==> config.mk <==
export PLATFORM = sky130hd
export DESIGN_NAME = ucr_channel_regs
export DESIGN_NICKNAME = d
export VERILOG_FILES = /design/src/rtl/ucr_pkg.sv /design/src/rtl/ucr_channel_regs.sv
export VERILOG_INCLUDE_DIRS = /design/src /design/src/rtl
export SDC_FILE = /design/constraint.sdc
export NUM_CORES = 1
export LEC_CHECK = 0
export BUFFER_PORTS_ARGS = -buffer_cell sky130_fd_sc_hd__buf_4
export CORE_MARGIN = 5
export CORE_UTILIZATION = 38
export DETAILED_ROUTE_END_ITERATION = 8
export PLACE_DENSITY_LB_ADDON = 0.3
export SYNTH_ARGS = -nofsm -noshare
export SYNTH_HDL_FRONTEND = slang
export SYNTH_SLANG_ARGS = --single-unit
==> constraint.sdc <==
create_clock -name clk -period 4.07 [get_ports clk]
set_input_delay 0.2035 -clock clk [delete_from_list [all_inputs] [get_ports clk]]
set_output_delay 0.2035 -clock clk [all_outputs]
set_load 0.005 [all_outputs]
==> src/rtl/ucr_cfg.svh <==
// register offsets, field positions and reset values of one uart channel's register map
`ifndef UCR_CFG_SVH
`define UCR_CFG_SVH
`define UCR_ADDR_HOLD 3'h0
`define UCR_ADDR_IEN 3'h1
`define UCR_ADDR_ISTAT 3'h2
`define UCR_ADDR_LCTL 3'h3
`define UCR_ADDR_MCTL 3'h4
`define UCR_ADDR_LSTAT 3'h5
`define UCR_ADDR_MSTAT 3'h6
`define UCR_ADDR_SCR 3'h7
`define UCR_ENH_KEY 8'hBF
`define UCR_LCTL_DIV_BIT 7
`define UCR_ENHFN_EN_BIT 4
`define UCR_IEN_GATE_MASK 8'hF0
`define UCR_MCTL_GATE_MASK 8'hE0
`define UCR_FCTL_GATE_MASK 8'h30
`define UCR_ISTAT_GATE_MASK 8'h30
`define UCR_RESET_BYTE 8'h00
`define UCR_ISTAT_NONE 8'h01
`define UCR_ISTAT_LINE 8'h06
`define UCR_ISTAT_RXRDY 8'h04
`define UCR_ISTAT_TXRDY 8'h02
`define UCR_ISTAT_MODEM 8'h00
`define UCR_IEN_RX_BIT 0
`define UCR_IEN_TX_BIT 1
`define UCR_IEN_LS_BIT 2
`define UCR_IEN_MS_BIT 3
`define UCR_MCTL_IRQ_OE_BIT 3
`endif

==> src/rtl/ucr_pkg.sv <==
// types shared by the uart channel register map
package ucr_pkg;
	typedef struct packed {
		logic [7:0] divisor_low_byte;
		logic [7:0] divisor_high_byte;
		logic [7:0] interrupt_enable;
		logic [7:0] fifo_control;
		logic [7:0] line_control;
		logic [7:0] modem_control;
		logic [7:0] scratch_byte;
		logic [7:0] enhanced_function;
		logic [7:0] resume_char_first;
		logic [7:0] resume_char_second;
		logic [7:0] stop_char_first;
		logic [7:0] stop_char_second;
		logic [7:0] rd_data;
		logic tx_load;
		logic [7:0] tx_data;
		logic rx_pop;
		logic lstat_read;
		logic mstat_read;
		logic fctl_write;
		logic irq_n;
	} ucr_state_t;

	typedef struct packed {
		logic [7:0] line_status;
		logic [7:0] modem_status;
		logic [7:0] receive_holding;
		logic [3:0] rx_ready;
		logic [3:0] tx_ready;
	} ucr_status_t;
endpackage : ucr_pkg

==> src/rtl/ucr_channel_regs.sv <==
// register map and address decode of one channel of a quad uart
`timescale 1ns/1ps
`include "ucr_cfg.svh"
module ucr_channel_regs import ucr_pkg::*; (
	input wire logic clk,
	input wire logic resetn,
	input wire logic chip_select_n,
	input wire logic fifo_summary_select_n,
	input wire logic [2:0] addr,
	input wire logic read_n,
	input wire logic write_n,
	input wire logic [7:0] wr_data,
	input wire ucr_status_t status,
	output logic [7:0] rd_data,
	output logic tx_load,
	output logic [7:0] tx_data,
	output logic rx_pop,
	output logic lstat_read,
	output logic mstat_read,
	output logic fctl_write,
	output logic [7:0] divisor_low_byte,
	output logic [7:0] divisor_high_byte,
	output logic [7:0] line_control,
	output logic [7:0] modem_control_eff,
	output logic [7:0] interrupt_enable_eff,
	output logic [7:0] fifo_control_eff,
	output logic [7:0] enhanced_function,
	output logic [31:0] flow_chars,
	output logic interrupt_n
);
	// ==========================================================
	// pin synchronisers
	// ==========================================================
	logic [4:0] ctl_meta;
	logic [4:0] ctl_sync;
	logic [2:0] addr_meta;
	logic [2:0] addr_sync;
	logic [7:0] wd_meta;
	logic [7:0] wd_sync;
	logic rd_prev;
	logic wr_prev;

	always_ff @(posedge clk or negedge resetn) begin
		if (!resetn) begin
			ctl_meta <= 5'h1F;
			ctl_sync <= 5'h1F;
			addr_meta <= 3'h0;
			addr_sync <= 3'h0;
			wd_meta <= 8'h00;
			wd_sync <= 8'h00;
			rd_prev <= 1'b1;
			wr_prev <= 1'b1;
		end else begin
			ctl_meta <= {chip_select_n, fifo_summary_select_n, read_n, write_n, 1'b1};
			ctl_sync <= ctl_meta;
			addr_meta <= addr;
			addr_sync <= addr_meta;
			wd_meta <= wr_data;
			wd_sync <= wd_meta;
			rd_prev <= ctl_sync[2];
			wr_prev <= ctl_sync[1];
		end
	end

	logic cs_n_s;
	logic fsel_n_s;
	logic rd_fall;
	logic wr_rise;
	assign cs_n_s = ctl_sync[4];
	assign fsel_n_s = ctl_sync[3];
	assign rd_fall = rd_prev && !ctl_sync[2];
	// write data is taken at the trailing edge of the strobe, when it is stable
	assign wr_rise = !wr_prev && ctl_sync[1];

	// ==========================================================
	// state
	// ==========================================================
	ucr_state_t st;
	ucr_state_t next_st;

	logic div_mode;
	logic enh_mode;
	logic enh_en;
	logic acc;
	assign enh_mode = (st.line_control == `UCR_ENH_KEY);
	assign div_mode = st.line_control[`UCR_LCTL_DIV_BIT] && !enh_mode;
	assign enh_en = st.enhanced_function[`UCR_ENHFN_EN_BIT];
	assign acc = !cs_n_s;

	// ==========================================================
	// interrupt status priority
	// ==========================================================
	logic [7:0] istat;
	logic [7:0] ien_eff;
	logic [7:0] mctl_eff;
	logic [7:0] fctl_eff;
	assign ien_eff = enh_en ? st.interrupt_enable : (st.interrupt_enable & ~`UCR_IEN_GATE_MASK);
	assign mctl_eff = enh_en ? st.modem_control : (st.modem_control & ~`UCR_MCTL_GATE_MASK);
	assign fctl_eff = enh_en ? st.fifo_control : (st.fifo_control & ~`UCR_FCTL_GATE_MASK);

	always_comb begin
		istat = `UCR_ISTAT_NONE;
		if (ien_eff[`UCR_IEN_LS_BIT] && (|status.line_status[4:1])) begin
			istat = `UCR_ISTAT_LINE;
		end else if (ien_eff[`UCR_IEN_RX_BIT] && status.line_status[0]) begin
			istat = `UCR_ISTAT_RXRDY;
		end else if (ien_eff[`UCR_IEN_TX_BIT] && status.line_status[5]) begin
			istat = `UCR_ISTAT_TXRDY;
		end else if (ien_eff[`UCR_IEN_MS_BIT] && (|status.modem_status[3:0])) begin
			istat = `UCR_ISTAT_MODEM;
		end
		istat[7:6] = {2{st.fifo_control[0]}};
		if (!enh_en) begin
			istat = istat & ~`UCR_ISTAT_GATE_MASK;
		end
	end

	// ==========================================================
	// register decode
	// ==========================================================
	always_comb begin
		next_st = st;
		next_st.tx_load = 1'b0;
		next_st.rx_pop = 1'b0;
		next_st.lstat_read = 1'b0;
		next_st.mstat_read = 1'b0;
		next_st.fctl_write = 1'b0;
		next_st.irq_n = !(istat[0] == 1'b0 && mctl_eff[`UCR_MCTL_IRQ_OE_BIT]);
		if (!fsel_n_s && rd_fall) begin
			next_st.rd_data = {status.rx_ready, status.tx_ready};
		end else if (acc && rd_fall) begin
			unique case (addr_sync)
				`UCR_ADDR_HOLD: begin
					if (div_mode) begin
						next_st.rd_data = st.divisor_low_byte;
					end else begin
						next_st.rd_data = status.receive_holding;
						next_st.rx_pop = 1'b1;
					end
				end
				`UCR_ADDR_IEN: next_st.rd_data = div_mode ? st.divisor_high_byte : ien_eff;
				`UCR_ADDR_ISTAT: next_st.rd_data = enh_mode ? st.enhanced_function : istat;
				`UCR_ADDR_LCTL: next_st.rd_data = st.line_control;
				`UCR_ADDR_MCTL: next_st.rd_data = enh_mode ? st.resume_char_first : mctl_eff;
				`UCR_ADDR_LSTAT: begin
					next_st.rd_data = enh_mode ? st.resume_char_second : status.line_status;
					next_st.lstat_read = !enh_mode;
				end
				`UCR_ADDR_MSTAT: begin
					next_st.rd_data = enh_mode ? st.stop_char_first : status.modem_status;
					next_st.mstat_read = !enh_mode;
				end
				`UCR_ADDR_SCR: next_st.rd_data = enh_mode ? st.stop_char_second : st.scratch_byte;
			endcase
		end
		if (acc && wr_rise) begin
			unique case (addr_sync)
				`UCR_ADDR_HOLD: begin
					if (div_mode) begin
						next_st.divisor_low_byte = wd_sync;
					end else begin
						next_st.tx_data = wd_sync;
						next_st.tx_load = 1'b1;
					end
				end
				`UCR_ADDR_IEN: begin
					if (div_mode) begin
						next_st.divisor_high_byte = wd_sync;
					end else begin
						next_st.interrupt_enable = wd_sync;
					end
				end
				`UCR_ADDR_ISTAT: begin
					if (enh_mode) begin
						next_st.enhanced_function = wd_sync;
					end else begin
						next_st.fifo_control = wd_sync;
						next_st.fctl_write = 1'b1;
					end
				end
				`UCR_ADDR_LCTL: next_st.line_control = wd_sync;
				`UCR_ADDR_MCTL: begin
					if (enh_mode) begin
						next_st.resume_char_first = wd_sync;
					end else begin
						next_st.modem_control = wd_sync;
					end
				end
				`UCR_ADDR_LSTAT: begin
					if (enh_mode) begin
						next_st.resume_char_second = wd_sync;
					end
					// line status is never written
				end
				`UCR_ADDR_MSTAT: begin
					if (enh_mode) begin
						next_st.stop_char_first = wd_sync;
					end
					// modem status writes are dropped
				end
				`UCR_ADDR_SCR: begin
					if (enh_mode) begin
						next_st.stop_char_second = wd_sync;
					end else begin
						next_st.scratch_byte = wd_sync;
					end
				end
			endcase
		end
	end

	always_ff @(posedge clk or negedge resetn) begin
		if (!resetn) begin
			st <= '0;
			st.irq_n <= 1'b1;
		end else begin
			st <= next_st;
		end
	end

	// ==========================================================
	// outputs
	// ==========================================================
	logic [7:0] mctl_q;
	logic [7:0] ien_q;
	logic [7:0] fctl_q;
	always_ff @(posedge clk or negedge resetn) begin
		if (!resetn) begin
			mctl_q <= `UCR_RESET_BYTE;
			ien_q <= `UCR_RESET_BYTE;
			fctl_q <= `UCR_RESET_BYTE;
		end else begin
			mctl_q <= mctl_eff;
			ien_q <= ien_eff;
			fctl_q <= fctl_eff;
		end
	end

	assign rd_data = st.rd_data;
	assign tx_load = st.tx_load;
	assign tx_data = st.tx_data;
	assign rx_pop = st.rx_pop;
	assign lstat_read = st.lstat_read;
	assign mstat_read = st.mstat_read;
	assign fctl_write = st.fctl_write;
	assign divisor_low_byte = st.divisor_low_byte;
	assign divisor_high_byte = st.divisor_high_byte;
	assign line_control = st.line_control;
	assign modem_control_eff = mctl_q;
	assign interrupt_enable_eff = ien_q;
	assign fifo_control_eff = fctl_q;
	assign enhanced_function = st.enhanced_function;
	assign flow_chars = {st.stop_char_second, st.stop_char_first, st.resume_char_second, st.resume_char_first};
	assign interrupt_n = st.irq_n;
endmodule : ucr_channel_regs

# After elaboration in Yosys (flattened, before gate mapping)
# Index checks and enable logic that the tools add are counted.
[classes] n_addsub=0 n_mul=0 div_mod_pow=0 magnitude_cmp=0 n_eq_ne=8 shift=0 muxes=30 bitwise_logic=3 n_reduce_logical=34
[op_table] cell="8-bit two-way mux" count=11
[op_table] cell="8-bit one-hot mux with 8 select lines" count=1
[op_table] cell="3-bit AND reduction" count=12
[op_table] cell="9-bit two-way mux" count=3
[op_table] cell="3-bit equality test, second input constant" count=4
[op_table] cell="3-bit two-way mux" count=4
[op_table] cell="6-bit two-way mux" count=2
[op_table] cell="1-bit logical AND" count=11
[op_table] cell="8-bit equality test, second input constant" count=1
[op_table] cell="1-bit two-way mux" count=8
[op_table] cell="4-bit OR reduction" count=2
[op_table] cell="3-bit by 2-bit equality test with 1-bit output, second input constant" count=2
[op_table] cell="1-bit logical NOT" count=6
[op_table] cell="3-bit by 1-bit equality test with 1-bit output, second input constant" count=1
[op_table] cell="3-bit logical NOT" count=1
[op_table] cell="1-bit inverter" count=3
[op_table] cell="2-bit two-way mux" count=1
[op_table] cell="2-bit AND reduction" count=1
[op_table] cell="2-bit nonzero test" count=1
[totals] regBits=174 latch_bits=0 ram_bits=0 romBits=0 input_bits=49 out_inout_bits=110 word_cells=106 mem_count=0

# Longest topological paths before layout
[logic_depth] word_depth=11 ltp_mapped=9 depth_no_buf=6

# Least setup slack after synthesis
# No wires, ideal clock.
[synth_timing] path_type="reg-to-reg" from="register st (netlist bit line_control[7])" to="register st (netlist bit rd_data[4])" setup_ps=132 arrival_ps=1762 required_ps=3938 path_slack_ps=2176 path_stages_with_launch=8 n_path_buf=1 period_less_slack_ps=1894 cell_sequence="dfrtp_1 > buf_6 > nand4b_4 > o21ai_4 > mux2_2 > a221o_1 > o22ai_1 > o21ai_1"
[synth_between] elab_chain_len=7
[synth_lines] element="from (decl)" line="ucr_channel_regs.sv:78" source="ucr_state_t st;"
[synth_lines] element="from (signal assigned)" line="ucr_channel_regs.sv:217" source="st <= next_st;"
[synth_lines] element="8-bit equality test (no line)"
[synth_lines] element="1-bit logical NOT" line="ucr_channel_regs.sv:86" source="assign div_mode = st.line_control[`UCR_LCTL_DIV_BIT] && !enh_mode;"
[synth_lines] element="1-bit logical AND" line="ucr_channel_regs.sv:86"
[synth_lines] element="8-bit two-way mux, on equally long branches" line="ucr_channel_regs.sv:141, ucr_channel_regs.sv:134"
[synth_lines] element="8-bit one-hot mux with 8 select lines *" line="ucr_channel_regs.sv:132" source="unique case (addr_sync)"
[synth_lines] element="8-bit two-way mux *" line="ucr_channel_regs.sv:131" source="end else if (acc && rd_fall) begin"
[synth_lines] element="8-bit two-way mux *" line="ucr_channel_regs.sv:129" source="if (!fsel_n_s && rd_fall) begin"
# Every way passes the cells marked *; elsewhere a longest branch is shown, timed or not. The select of a mux whose other input is x is not followed.
# A chain may end at the register's enable or synchronous reset.

# Worst setup path in the final report
[layout_timing] from="register st (netlist bit line_control[7])" to="register st (netlist bit rd_data[5])"
# Same word-level chain as after synthesis.

==> results.txt <==
outcome: finished clean
GRT Util Overall: 0.182
clock tree buffer depth: 2
period utilisation layout: 0.682
P per Cell Area: 438 nW/um^2
CP endpoint kind: register
Seq cells post-synth: 174
Hold Fails Final Rpt: 0
worst hold path type: in -> reg
syn_nets: 674
largest net degree at the start of global routing: 103
fin cells: 996
synth top area cells: dfrtp_1 (52%), mux2_2 (14%), buf_4 (7.8%)
warnings from Yosys: 0
drt first pass iters: 5
grt ovf: 0
first-pass GRT wire length: 32.9 mm
CP arrival: 3.07 ns
Syn Inst Count: 625
Post-layout nets: 762
Boundary Pins: 159
max_cap viols: 0
syn avg cell area: 12.6 sq um
Crit Reg-Reg Startpoint: line_control[7]$_DFFE_PN0P_
TNS Setup: 0 ns
RSZ-0062 raised after global routing: false
Horiz. Die Dim: 154 um
Reg-to-Reg End: rd_data[5]$_DFFE_PN0P_
Worst R2R Setup Slack: 1.29 ns
core area: 20,300 sq um
Vias/cell: 5.15
worst slew pin tran: 0.961 ns
clock-pin transition on the worst setup and hold timing paths: 0.06 ns
relative slew slack: 0.360
most common cell in the netlist: dfrtp_1
Max Freq: 0.360 GHz
CTS tree: done
Worst setup endpoint: rd_data[5]$_DFFE_PN0P_
Cells after DPL: 948
min cycle time layout: 2.78 ns
Synth-to-Final Area Change: 19.6%
post-synth top area cell: dfrtp_1
ANT cells: 0
CP Data Required Time: 4.36 ns
routed wire length per instance: 21.5 um
number of remaining DRC errors: 0
vias post-DR: 5,126
Post-DP HPWL: 15.8 mm
critical path type: reg -> reg
commonest cells in the netlist: dfrtp_1 (163), mux2_2 (99), buf_4 (82), nand2_1 (62), a21oi_1 (29)
DRC violation total after the first TritonRoute iteration: 364
Worst Setup Start Kind: register
# port buffers: 158
Final GP Congestion: 0.860
Mapped Area: 7880 sq um
clock tree root driver cell: clkbuf_16
Post-DRT Antenna Nets: 0
final setup fails: 0
EDFF count, synth: 0
Initial Utilization: 0.388
Worst-Skew Late Latency: 0.43 ns
Worst Skew: 0.00665 ns
H-tree levels: 4
Worst Setup SP: line_control[7]$_DFFE_PN0P_
Num Clock Sinks: 174
Total Wirelength: 21.5 mm
maximum vdd drop: 0.300 mV
register area share after synthesis: 0.554
Post-synth ARST share: 1.00
area fraction of the dominant cell type after synthesis: 0.518
Row Count: 52
Worst Reg-to-Reg Cells: 5
overall power: 4130 uW
Final Max Tran Viols: 0
CTS Buf Count: 17
die area: 23,700 sq um
initial antenna violation count: 0
Die Ht: 154 um
Synth Flop Type: dfrtp_1
Min Hold Slack: 0.0497 ns
worst-path fanout max: 28
Unique masters post-synth: 57
vias in the first global route: 5,372
layout cell share with drive strength beyond 1: 0.466
static leakage: 0.00459 uW
==> final cells by class <==
type	instances	area, sq um
fill	1861	10900
sequential	174	4370
multi-input combinational	338	2730
timing repair buffer	179	1390
clock buffer	23	520
tap	270	338
clock inverter	9	68.8
inverter	3	11.3
==> stage by stage <==
stage | instance area, sq um | setup WS, ns | util
2_1_floorplan | 7880 | 2.18 | -
3_3_place_gp | 8680 | 1.41 | 0.428
3_5_place_dp | 8680 | 1.37 | 0.428
4_1_cts | 9430 | 1.36 | 0.464
5_1_grt | 9430 | 1.21 | 0.464
6_report | 9430 | 1.29 | 0.464
==> logic make-up (layout without fill, tap and decap cells) <==
kind of cell | Yosys count | count (layout) | synth area share
flops | 174 | 174 | 0.554
simple gates | 134 | 134 | 0.0975
mux | 121 | 121 | 0.179
buf+inv | 113 | 214 | 0.0988
compound gates | 83 | 83 | 0.0702
==> critical path, cell delays in order, from the launching register on <==
cell and delay (ns):
dfrtp_1 0.66, nand4b_4 0.22, nor2_4 0.63, mux4_2 0.60
a311oi_1 0.42, a21oi_1 0.11
==> layout by cell type (no fill, tap or decap), types with 5 or more instances in the layout <==
| cell type | n |
|---|---|
| buf_4 | 162 |
| a31oi_1 | 7 |
| o22ai_1 | 5 |
| o21ai_0 | 8 |
| mux2i_1 | 11 |
| nor2b_1 | 7 |
| dlygate4sd3_1 | 16 |
| nor2_4 | 6 |
| nor3_1 | 8 |
| a22oi_1 | 6 |
| dfrtp_1 | 163 |
| a21oi_1 | 29 |
| clkbuf_16 | 19 |
| and2_1 | 13 |
| mux2_2 | 99 |
| dfstp_2 | 11 |
| mux2_4 | 8 |
| nand2_1 | 62 |
| nand3_1 | 11 |
==> metal layers <==
metal	routed length, um	up-vias	global-route usage
li1	-	2288	-
met1	9150	2607	0.242
met2	10400	204	0.287
met3	1520	27	0.0554
met4	402	0	0.0555
met5	0	-	0
==> worst min path at each step <==
stage / start / end / slack [ns] / depth (start not counted)
3_5_place_dp: addr[0] / addr_meta[0]$_DFF_PN0_ / 0.31 / 1
2_1_floorplan: resetn / addr_meta[0]$_DFF_PN0_ / -0.09 / 0
4_1_cts: status[6] / rd_data[6]$_DFFE_PN0P_ / 0.03 / 3
6_report: status[6] / rd_data[6]$_DFFE_PN0P_ / 0.05 / 3
3_3_place_gp: fifo_summary_select_n / ctl_meta[3]$_DFF_PN1_ / 0.31 / 1
5_1_grt: status[6] / rd_data[6]$_DFFE_PN0P_ / 0.06 / 3
==> power breakdown <==
group	leakage [uW]	internal [uW]	switching (uW)
Clock	0.000291	910	679
Combinational	0.00204	280	230
Sequential	0.00226	1900	139
Total	0.00459	3080	1050
==> what timing repair did <==
item | 4_1_cts | 5_1_grt
resized for setup | 0 | 0
endpoints found under the setup margin | 0 | 0
endpoints found under the hold margin | 115 | 0
hold buffers | 16 | 0
buffers inserted | 0 | 0
Power figures use the tool's default switching activity.
